File: src/hw/cmr_consts.svh
// constants for the collision and mode register slice
`ifndef CMR_CONSTS_SVH
`define CMR_CONSTS_SVH

// register indices; byte address is four times the index
`define CMR_IDX_COLL        6'h0E
`define CMR_IDX_RSVD_TAIL   6'h0F
`define CMR_IDX_RSVD_HEAD   6'h10
`define CMR_IDX_MODE        6'h11

// collision report field positions
`define CMR_COLL_KEEP_BIT   7
`define CMR_COLL_INVAL_BIT  5
`define CMR_COLL_POS_MSB    4

// mode register field positions
`define CMR_MODE_MSB_BIT    7
`define CMR_MODE_WAIT_BIT   5
`define CMR_MODE_POL_BIT    3
`define CMR_MODE_PRE_MSB    1

// reset values
`define CMR_COLL_RESET      8'hA0
`define CMR_MODE_RESET      8'h3F
`define CMR_RSVD_RESET      8'h00
`define CMR_MODE_RSVD_ONES  8'h14

// data-bit position limits
`define CMR_POS_MAX         6'h20
`define CMR_POS_SAT         6'h21

// crc presets for the compute command
`define CMR_PRESET_00       16'h0000
`define CMR_PRESET_01       16'h6363
`define CMR_PRESET_10       16'hA671
`define CMR_PRESET_11       16'hFFFF

// automatic presets during rf traffic
`define CMR_AUTO_PRESET_LOW  16'h6363
`define CMR_AUTO_PRESET_HIGH 16'h0000
`define CMR_RATE_106         3'h0
`define CMR_RATE_MSB         6

`endif

File: src/hw/cmr_pkg.sv
// types for the collision and mode register slice
`default_nettype none
package cmr_pkg;

  typedef struct packed {
    logic       keep_bits;
    logic       pos_invalid;
    logic [4:0] first_index;
  } cmr_coll_t;

  typedef struct packed {
    logic       msb_order;
    logic       wait_field;
    logic       env_polarity;
    logic [1:0] preset_sel;
  } cmr_mode_t;

  typedef struct packed {
    logic       strobe;
    logic       value;
    logic       collision;
  } cmr_rx_bit_t;

endpackage : cmr_pkg

`default_nettype wire

File: src/hw/cmr_regs.sv
// collision report and general mode registers with avalon-mm slave
//
// Functional notes
// - keep bit clear: bits after first collision are delivered as zero.
// - invalid flag set when no collision or collision beyond bit 32.
// - index holds position of the earliest collision in the frame.
// - index 01h is first bit, 08h eighth, 00h thirty-second.
// - parity and framing bits are not counted in the position.
// - registers 0Fh and 10h are reserved, read 00h, no function.
// - msb order bit makes standalone crc run msb first.
// - with msb order, both crc result bytes are bit reversed.
// - msb order is ignored while rf communication is active.
// - wait-for-field holds transmitter start until own field is on.
// - envelope pin active high when polarity is 1, low when 0.
// - internal envelope signal is always active low.
// - changing envelope polarity raises an envelope activity event.
// - compute preset chosen by select: 0000h, 6363h, A671h, FFFFh.
// - during rf traffic the preset follows tx and rx settings.
// - mode register resets to 3Fh; bits 6, 4, 2 do nothing.
// - tx and rx settings carry crc enable and 3-bit rate field.
//
// Decided for this implementation: the Avalon-MM slave port.
`include "cmr_consts.svh"
`timescale 1ns/1ps
`default_nettype none

module cmr_regs
  import cmr_pkg::*;
(
  // clock, reset, enable
  input  wire logic        core_clk_in,
  input  wire logic        reset_in,
  input  wire logic        clk_en_in,
  // avalon-mm slave
  input  wire logic [7:0]  avs_address_in,
  input  wire logic        avs_read_in,
  input  wire logic        avs_write_in,
  input  wire logic [31:0] avs_writedata_in,
  input  wire logic [3:0]  avs_byteenable_in,
  output logic      [31:0] avs_readdata_out,
  output logic             avs_waitrequest_out,
  // receiver bit stream
  input  wire logic        rx_frame_start_in,
  input  wire cmr_rx_bit_t rx_data_bit_in,
  input  wire logic        rx_framing_bit_in,
  output logic             rx_bit_strobe_out,
  output logic             rx_bit_value_out,
  // crc engine
  input  wire logic [15:0] crc_engine_result_in,
  output logic             crc_msb_first_out,
  output logic      [15:0] crc_preset_out,
  output logic      [7:0]  crc_result_high_out,
  output logic      [7:0]  crc_result_low_out,
  // rf state and settings
  input  wire logic        rf_tx_active_in,
  input  wire logic        rf_rx_active_in,
  input  wire logic [7:0]  tx_settings_in,
  input  wire logic [7:0]  rx_settings_in,
  // transmitter start
  input  wire logic        tx_start_req_in,
  input  wire logic        rf_field_on_in,
  output logic             tx_start_out,
  // envelope input
  input  wire logic        envelope_input_pin_in,
  output logic             envelope_n_out,
  output logic             envelope_active_event_out
);

  cmr_coll_t   coll;
  cmr_mode_t   mode;
  logic        ack;
  logic        req;
  logic        wr_en;
  logic [5:0]  reg_idx;
  logic [7:0]  next_rdata;
  logic [5:0]  bit_count;
  logic [5:0]  next_count;
  logic        coll_seen;
  logic        rf_active;
  logic        tx_pending;
  logic        env_sync1;
  logic        env_sync2;
  logic        env_n_int;
  logic        env_n_prev;
  logic        pol_change;
  logic [2:0]  active_rate;

  function automatic logic [7:0] cmr_rev8(input logic [7:0] v);
    logic [7:0] r;
    r = 8'h00;
    for (int i = 0; i < 8; i++) begin
      r[i] = v[7 - i];
    end
    return r;
  endfunction : cmr_rev8

  // bus handshake: one wait state per access
  assign req     = avs_read_in | avs_write_in;
  assign reg_idx = avs_address_in[7:2];
  assign avs_waitrequest_out = req & ~ack;
  assign wr_en   = avs_write_in & ack & clk_en_in & avs_byteenable_in[0];
  assign rf_active = rf_tx_active_in | rf_rx_active_in;

  always_ff @(posedge core_clk_in or posedge reset_in) begin
    if (reset_in) begin
      ack <= 1'b0;
    end else if (clk_en_in) begin
      ack <= req & ~ack;
    end
  end

  // read mux; unmapped and reserved addresses return zero
  always_comb begin
    next_rdata = 8'h00;
    case (reg_idx)
      `CMR_IDX_COLL: begin
        next_rdata[`CMR_COLL_KEEP_BIT]  = coll.keep_bits;
        next_rdata[`CMR_COLL_INVAL_BIT] = coll.pos_invalid;
        next_rdata[`CMR_COLL_POS_MSB:0] = coll.first_index;
      end
      `CMR_IDX_RSVD_TAIL: next_rdata = `CMR_RSVD_RESET;
      `CMR_IDX_RSVD_HEAD: next_rdata = `CMR_RSVD_RESET;
      `CMR_IDX_MODE: begin
        next_rdata = `CMR_MODE_RSVD_ONES;
        next_rdata[`CMR_MODE_MSB_BIT]    = mode.msb_order;
        next_rdata[`CMR_MODE_WAIT_BIT]   = mode.wait_field;
        next_rdata[`CMR_MODE_POL_BIT]    = mode.env_polarity;
        next_rdata[`CMR_MODE_PRE_MSB:0]  = mode.preset_sel;
      end
      default: next_rdata = 8'h00;
    endcase
  end

  always_ff @(posedge core_clk_in or posedge reset_in) begin
    if (reset_in) begin
      avs_readdata_out <= 32'h0000_0000;
    end else if (clk_en_in && avs_read_in && !ack) begin
      avs_readdata_out <= {24'h00_0000, next_rdata};
    end
  end

  // mode register; reserved bits are not stored
  always_ff @(posedge core_clk_in or posedge reset_in) begin
    if (reset_in) begin
      mode.msb_order    <= 1'b0;
      mode.wait_field   <= 1'b1;
      mode.env_polarity <= 1'b1;
      mode.preset_sel   <= 2'h3;
      pol_change        <= 1'b0;
    end else if (clk_en_in) begin
      pol_change <= 1'b0;
      if (wr_en && reg_idx == `CMR_IDX_MODE) begin
        mode.msb_order    <= avs_writedata_in[`CMR_MODE_MSB_BIT];
        mode.wait_field   <= avs_writedata_in[`CMR_MODE_WAIT_BIT];
        mode.env_polarity <= avs_writedata_in[`CMR_MODE_POL_BIT];
        mode.preset_sel   <= avs_writedata_in[`CMR_MODE_PRE_MSB:0];
        pol_change <= avs_writedata_in[`CMR_MODE_POL_BIT]
                      != mode.env_polarity;
      end
    end
  end

  // data-bit counter; framing bits never reach it
  always_comb begin
    next_count = bit_count;
    if (rx_data_bit_in.strobe && bit_count != `CMR_POS_SAT) begin
      next_count = bit_count + 6'h01;
    end
  end

  // one process owns the whole collision report; keep bit is software-owned
  always_ff @(posedge core_clk_in or posedge reset_in) begin
    if (reset_in) begin
      coll.keep_bits   <= 1'(`CMR_COLL_RESET >> `CMR_COLL_KEEP_BIT);
      bit_count        <= 6'h00;
      coll_seen        <= 1'b0;
      coll.pos_invalid <= 1'b1;
      coll.first_index <= 5'h00;
    end else if (clk_en_in) begin
      if (wr_en && reg_idx == `CMR_IDX_COLL) begin
        coll.keep_bits <= avs_writedata_in[`CMR_COLL_KEEP_BIT];
      end
      if (rx_frame_start_in) begin
        bit_count        <= 6'h00;
        coll_seen        <= 1'b0;
        coll.pos_invalid <= 1'b1;
      end else if (rx_data_bit_in.strobe) begin
        bit_count <= next_count;
        if (rx_data_bit_in.collision && !coll_seen) begin
          coll_seen <= 1'b1;
          if (next_count <= `CMR_POS_MAX) begin
            coll.pos_invalid <= 1'b0;
            coll.first_index <= next_count[4:0];
          end else begin
            coll.pos_invalid <= 1'b1;
          end
        end
      end
    end
  end

  // bits after the first collision are zeroed unless kept
  always_ff @(posedge core_clk_in or posedge reset_in) begin
    if (reset_in) begin
      rx_bit_strobe_out <= 1'b0;
      rx_bit_value_out  <= 1'b0;
    end else if (clk_en_in) begin
      rx_bit_strobe_out <= rx_data_bit_in.strobe & ~rx_frame_start_in;
      rx_bit_value_out  <= rx_data_bit_in.value &
                           ~(coll_seen & ~coll.keep_bits);
    end
  end

  // crc order and result presentation
  always_ff @(posedge core_clk_in or posedge reset_in) begin
    if (reset_in) begin
      crc_msb_first_out   <= 1'b0;
      crc_result_high_out <= 8'h00;
      crc_result_low_out  <= 8'h00;
    end else if (clk_en_in) begin
      crc_msb_first_out <= mode.msb_order & ~rf_active;
      if (mode.msb_order && !rf_active) begin
        crc_result_high_out <= cmr_rev8(crc_engine_result_in[15:8]);
        crc_result_low_out  <= cmr_rev8(crc_engine_result_in[7:0]);
      end else begin
        crc_result_high_out <= crc_engine_result_in[15:8];
        crc_result_low_out  <= crc_engine_result_in[7:0];
      end
    end
  end

  // preset: select during compute, rate-driven during rf traffic
  assign active_rate = rf_tx_active_in ?
    tx_settings_in[`CMR_RATE_MSB -: 3] :
    rx_settings_in[`CMR_RATE_MSB -: 3];

  always_ff @(posedge core_clk_in or posedge reset_in) begin
    if (reset_in) begin
      crc_preset_out <= `CMR_PRESET_11;
    end else if (clk_en_in) begin
      if (rf_active) begin
        crc_preset_out <= (active_rate == `CMR_RATE_106) ?
          `CMR_AUTO_PRESET_LOW : `CMR_AUTO_PRESET_HIGH;
      end else begin
        case (mode.preset_sel)
          2'h0:    crc_preset_out <= `CMR_PRESET_00;
          2'h1:    crc_preset_out <= `CMR_PRESET_01;
          2'h2:    crc_preset_out <= `CMR_PRESET_10;
          default: crc_preset_out <= `CMR_PRESET_11;
        endcase
      end
    end
  end

  // transmitter start held until the field is on
  always_ff @(posedge core_clk_in or posedge reset_in) begin
    if (reset_in) begin
      tx_pending   <= 1'b0;
      tx_start_out <= 1'b0;
    end else if (clk_en_in) begin
      if ((tx_pending || tx_start_req_in) &&
          (!mode.wait_field || rf_field_on_in)) begin
        tx_start_out <= 1'b1;
        tx_pending   <= 1'b0;
      end else begin
        tx_start_out <= 1'b0;
        tx_pending   <= tx_pending | tx_start_req_in;
      end
    end
  end

  // envelope pin synchroniser and polarity
  always_ff @(posedge core_clk_in or posedge reset_in) begin
    if (reset_in) begin
      env_sync1 <= 1'b0;
      env_sync2 <= 1'b0;
    end else if (clk_en_in) begin
      env_sync1 <= envelope_input_pin_in;
      env_sync2 <= env_sync1;
    end
  end

  assign env_n_int = mode.env_polarity ? ~env_sync2 : env_sync2;

  always_ff @(posedge core_clk_in or posedge reset_in) begin
    if (reset_in) begin
      env_n_prev                <= 1'b1;
      envelope_n_out            <= 1'b1;
      envelope_active_event_out <= 1'b0;
    end else if (clk_en_in) begin
      env_n_prev     <= env_n_int;
      envelope_n_out <= env_n_int;
      envelope_active_event_out <= pol_change |
                                   (env_n_prev & ~env_n_int);
    end
  end

  logic unused_ok;
  assign unused_ok = rx_framing_bit_in & (|avs_writedata_in[31:8]) &
                     (|avs_byteenable_in[3:1]) & (|tx_settings_in[7]) &
                     (|tx_settings_in[3:0]) & (|rx_settings_in[7]) &
                     (|rx_settings_in[3:0]);

endmodule : cmr_regs

`default_nettype wire

File: config.mk
export PLATFORM = sky130hd
export DESIGN_NAME = cmr_regs
export DESIGN_NICKNAME = d
export VERILOG_FILES = /design/src/hw/cmr_pkg.sv /design/src/hw/cmr_regs.sv
export VERILOG_INCLUDE_DIRS = /design/src /design/src/hw
export SDC_FILE = /design/constraint.sdc
export NUM_CORES = 1
export LEC_CHECK = 0
export ABC_AREA = 0
export BUFFER_PORTS_ARGS = -buffer_cell sky130_fd_sc_hd__clkbuf_2
export CAP_MARGIN = 20
export CELL_PAD_IN_SITES_DETAIL_PLACEMENT = 0
export CELL_PAD_IN_SITES_GLOBAL_PLACEMENT = 2
export CORE_ASPECT_RATIO = 2
export CORE_MARGIN = 2
export CORE_UTILIZATION = 28
export DETAILED_ROUTE_END_ITERATION = 10
export HOLD_SLACK_MARGIN = 0.06
export PLACE_DENSITY_LB_ADDON = 0.2
export SKIP_LAST_GASP = 1
export SLEW_MARGIN = 20
export SYNTH_ARGS = -nofsm -noshare
export SYNTH_HDL_FRONTEND = slang
export SYNTH_SLANG_ARGS = --single-unit
File: constraint.sdc
create_clock -name core_clk_in -period 2.9 [get_ports core_clk_in]
set_input_delay 0.145 -clock core_clk_in [delete_from_list [all_inputs] [get_ports core_clk_in]]
set_output_delay 0.145 -clock core_clk_in [all_outputs]
set_load 0.01 [all_outputs]
Word-level counts from Yosys, hierarchy flattened

Index checks and enable logic that the tools add are counted.

Add/subtract/negate cells: 1
$lt $le $gt $ge: 1
Equality and inequality tests: 6
Multiplexer cells: 23
Bitwise logic cells: 20
Reductions and logical operators: 23

Operators with widths:

| kind                  | number |
|---|---|
| $pmux W16 S3          | 1 |
| $mux W6               | 5 |
| $mux W16              | 1 |
| $mux W8               | 2 |
| $mux W15              | 1 |
| $pmux W6 S2           | 1 |
| $and A1 B1 Y1         | 9 |
| $mux W1               | 9 |
| $logic_and A1 B1 Y1   | 8 |
| $not A1 Y1            | 7 |
| $add A6 B1 Y6 const B | 1 |
| $eq A6 B4 Y1 const B  | 1 |
| $eq A6 B5 Y1 const B  | 1 |
| $le A6 B6 Y1 const B  | 1 |
| $ne A6 B6 Y1 const B  | 1 |
| $reduce_and A2 Y1     | 3 |
| $mux W5               | 1 |
| $reduce_and A5 Y1     | 1 |
| $logic_not A1 Y1      | 4 |
| $or A1 B1 Y1          | 4 |
| $reduce_bool A2 Y1    | 2 |
| $logic_not A3 Y1      | 1 |
| $mux W3               | 1 |
| $reduce_and A3 Y1     | 1 |
| 6 further kinds       | 7 |

Register bits: 69
Output and inout bits: 71
Logic and storage cells: 98

Longest topological paths before layout

Depth in word-level cells: 8
Mapped depth: 7
Depth with buffers taken out: 7

Least setup slack after synthesis

OpenSTA, ideal clock, no wires.

Kind: register to register
Start point: register bit_count[1]
End point: register coll[0] (netlist name)
Arrival time: 1.719 ns
Required time: 2.772 ns
Setup slack: 1.053 ns
Cell stages (with the launch flop): 8
Buffers on the path: 0
Period minus slack after synthesis: 1.847 ns
Path through: dfrtp_1 -> inv_1 -> ha_1 -> nand3b_4 -> a311oi_2 -> o211ai_2 -> o21ai_4 -> mux2_1

Longest elaborated chain between the ends: 5

RTL lines:

| item                                                                  | RTL line        | RTL |
|---|---|---|
| start: declaration                                                    | cmr_regs.sv:76  | `logic [5:0] bit_count;` |
| start signal: assignment                                              | cmr_regs.sv:188 | `bit_count <= next_count;` |
| parallel branches: the longest is 2 deep, another holds $add A6 B1 Y6 | n/a             |  |
| $mux W6 *                                                             | cmr_regs.sv:166 | `` if (rx_data_bit_in.strobe && bit_count != `CMR_POS_SAT) begin `` |
| $le A6 B6 Y1 (no line)                                                | n/a             |  |
| $reduce_and A5 Y1 (no line)                                           | n/a             |  |
| end: declaration                                                      | cmr_regs.sv:69  | `cmr_coll_t coll;` |

Every way passes the cells marked *.
A chain may end at the register's enable or synchronous reset.

Worst setup path in the final report

Start point: register bit_count[0]
End point: register coll[0] (netlist name)

The elaborated chain is that of the path after synthesis.

==> results.tsv <==
stage	metric	value	unit
power_and_ir_drop	worst vdd rail ir drop	0.246	mV
cts	CTS Buffer Depth	2	
synth	Synth Area in XOR/XNOR	1.41	%
synth	Seq/Total Area, Yosys	46.4	%
floorplanning	Die ar.	0.0120	mm^2
floorplanning	Die H	153	um
place	GP Congestion	0.733	
power_and_ir_drop	Cell Pwr Density	578	mW/mm^2
synth	Synth warnings	0	
sta	Final setup viols	0	
grt	GRT Total Usage	13.5	%
floorplanning	initial core utilization	28.6	%
cts	H-tree depth	3	
floorplanning	# IOs	162	
floorplanning	Die Width	78.5	um
sta	Max Slew Vio Count	0	
grt	Overflow after GRT	0	
detailed_routing	Iteration-0 DRC Markers	92	
detailed_routing	DR vias/cell	4.43	
finish	Layout area overhead	23.8	%
synth	Synth top area share	37.1	%
critical_path	Worst Setup Start Kind	flop	
power_and_ir_drop	Tot Pwr	0.00222	W
floorplanning	core area	0.0109	mm^2
critical_path	worst path arrival time	2.41	ns
synth	top post-synthesis cells by area	dfrtp_1, buf_4, dfstp_2, mux2i_1, a21oi_1	
finish	nets	483	
cts	CTS tree	yes	
run	Max-cap violations	0	
synth	Post-Synthesis Cell Area	0.00311	mm^2
sta	Final TNS setup	0	ns
detailed_routing	metal3 WL	249	um
finish	layout cell share with drive strength beyond 1	36.5	%
synth	prevailing post-synth register cell	dfrtp_1	
grt	first-pass GRT wire length	12.3	mm
detailed_routing	Vias	2372	
synth	post-synthesis mux area share	11.4	%
synth	cell taking the most area after synthesis	dfrtp_1	
sta	f_max	0.452	GHz
grt	number of global-route vias before repair	2417	
critical_path	largest fanout on the critical path	10	
sta	RSZ-0062 raised after global routing	false	
cts	number of CTS-inserted buffers	9	
cts	clk root buf	clkbuf_16	
synth	main combinational cell family by area after synthesis	compound AO/OA/AOI/OAI gates	
detailed_routing	DRT Pass-1 Iters	4	
detailed_routing	WL/cell	14.6	um
status	outcome	complete, no violations	
finish	# diodes	0	
critical_path	Worst setup EP type	flop	
synth	adder-cell share of the synthesized area	0.805	%
detailed_routing	DRC viols	0	
worst_hold_path	Worst Hold Class	input port to flop	
synth	Compound-Gate Fraction of Synth Area	13.9	%
cts	Setup Buffers After CTS	0	
cts	Hold-fix buffers, CTS	5	
synth	Simple-Gate Fraction of Synth Area	13.1	%
synth	Netlist cell types	48	
cts	Resized cells post-CTS	0	
place	IO Port Bufs	93	
place	dpl ws	0.671	ns
sta	Final WS setup	0.686	ns
floorplanning	Std-Cell Rows	54	
sta	Rel. slew slack	51.0	%
cts	Clock Latency Late Sink	0.32	ns
sta	Hold Fails Final Rpt	0	
detailed_routing	Routed Antenna Nets	0	
cts	Worst-path clk slew	0.05	ns
synth	FF+latch count, synth	57	
cts	CTS sink cnt	57	
synth	async set-reset flop share out of synthesis	100	%
sta	Tcrit/Tclk final	76.4	%
sta	worst hold margin	0.0770	ns
synth	EDFF count, synth	0	
synth	Avg Cell Area, Syn	10.2	um^2
place	hpwl dp	5.93	mm
sta	Clock Skews	0.00370	ns
synth	Synth Instances	306	
detailed_routing	met2 routed WL	4.56	mm
power_and_ir_drop	Leakage Power	1.80	nW
detailed_routing	max layer used	met4	
critical_path	worst path required time	3.10	ns
sta	Final Critical Period	2.21	ns
detailed_routing	WL met1	2.78	mm
grt	largest net degree at the start of global routing	60	
sta	worst-margin pin slew	0.729	ns
grt	initial antenna violation count	0	
detailed_routing	final wirelength	7.79	mm
critical_path	Worst Path Class, Setup	flop to flop	
finish	final core occ	35.3	%
-- synthesized netlist by cell type (2+ instances only) --
library cell,count
a21oi_1,31
a22oi_1,5
buf_2,3
buf_4,41
clkbuf_1,6
dfrtp_1,46
dfstp_2,11
ha_1,2
inv_1,10
mux2_1,2
mux2_2,6
mux2_4,5
mux2i_1,19
nand2_1,16
nand2b_1,5
nand3_1,4
nand3b_1,2
nand4_1,2
nor2_1,32
nor3_1,7
nor3b_1,2
o211ai_1,2
o21ai_0,18
o31ai_1,2
xnor2_1,4
-- cell usage in the layout, fill, tap and decap left out, types with 2 or more instances in the layout --
cell type and n:
o211ai_1 2, nor2_1 32, inv_1 9, clkinv_2 2, nand2_1 16, mux2_1 2, a21oi_1 31, dfstp_2 11
buf_4 3, dlygate4sd3_1 5, mux2_2 6, a22oi_1 5, conb_1 25, o31ai_1 2, clkbuf_2 93, clkbuf_1 3
mux2_4 5, nand4_1 2, xnor2_1 4, dfrtp_1 46, o21ai_0 18, mux2i_1 19, nand3_1 4, nand3b_1 2
nor3_1 7, nand2b_1 5, ha_1 2, clkbuf_16 9
-- worst paths after layout --
| check | start | slack [ns] | cells after the start | endpoint |
|---|---|---|---|---|
| worst max-delay path | bit_count[0] | 0.69 | 6 | coll[0] |
| worst min-delay path | avs_writedata_in[7] | 0.08 | 2 | mode[4] |
| worst max register to register | bit_count[0] | 0.69 | 6 | coll[0] |
| worst min register to register | avs_readdata_out[4] | 0.48 | 2 | avs_readdata_out[4] |
| max in group asynchronous | reset_in | 1.60 | 4 | mode[0] |
| min in group asynchronous | reset_in | 0.40 | 3 | crc_result_high_out[5] |
-- cell type report --
type | count | area [um^2]
multi-input cells | 211 | 1360
clock inverters | 3 | 40.0
fillers | 1116 | 7030
repair buffers | 101 | 538
inverters | 10 | 37.5
flip-flops and latches | 57 | 1440
well taps | 140 | 175
clock buffers | 13 | 250
-- critical path, cell delays in order (launching register included) --
cell      delay [ns]
dfrtp_1         0.56
ha_1            0.30
nand4_1         0.13
xor2_1          0.34
o211ai_2        0.18
o21ai_4         0.24
mux2_1          0.34
-- registers in the layout, indices dropped and copies added, names as in the netlist --
signal                     cells
tx_start_out                   1
env_n_prev                     1
crc_result_low_out             8
env_sync1                      1
crc_msb_first_out              1
coll_seen                      1
rx_bit_value_out               1
coll                           7
rx_bit_strobe_out              1
tx_pending                     1
envelope_active_event_out      1
env_sync2                      1
bit_count                      6
avs_readdata_out               7
mode                           5
pol_change                     1
crc_preset_out                 4
ack                            1
crc_result_high_out            8
-- power breakdown --
| group | leakage (nW) | total [W] | internal (W) | switching, W |
|---|---|---|---|---|
| combinational | 0.966 | 0.000279 | 0.000117 | 0.000162 |
| clock | 0.144 | 0.00103 | 0.000685 | 0.000348 |
| sequential | 0.693 | 0.000911 | 0.000862 | 0.0000483 |
-- cell families after synthesis --
group,after synthesis
AND/OR/NAND/NOR,79
AO/OA/AOI/OAI,68
buffers and inverters,62
flip-flops,57
multiplexers,32
XOR/XNOR,5
adder cells (fa/ha/maj),2
other,1
-- layer usage --
layer,up-vias,global-route usage [%]
met5,-,0
met4,0,7.27
met3,12,2.18
met2,65,25.9
met1,1130,13.4
li1,1165,-
-- through the flow --
step | instances | area (um^2)
after floorplan | 330 | 3200
after detailed placement | 514 | 3500
after global routing | 535 | 3840
after CTS | 535 | 3840
after global placement | 514 | 3500
final | 535 | 3840
Power figures use the tool's default switching activity.
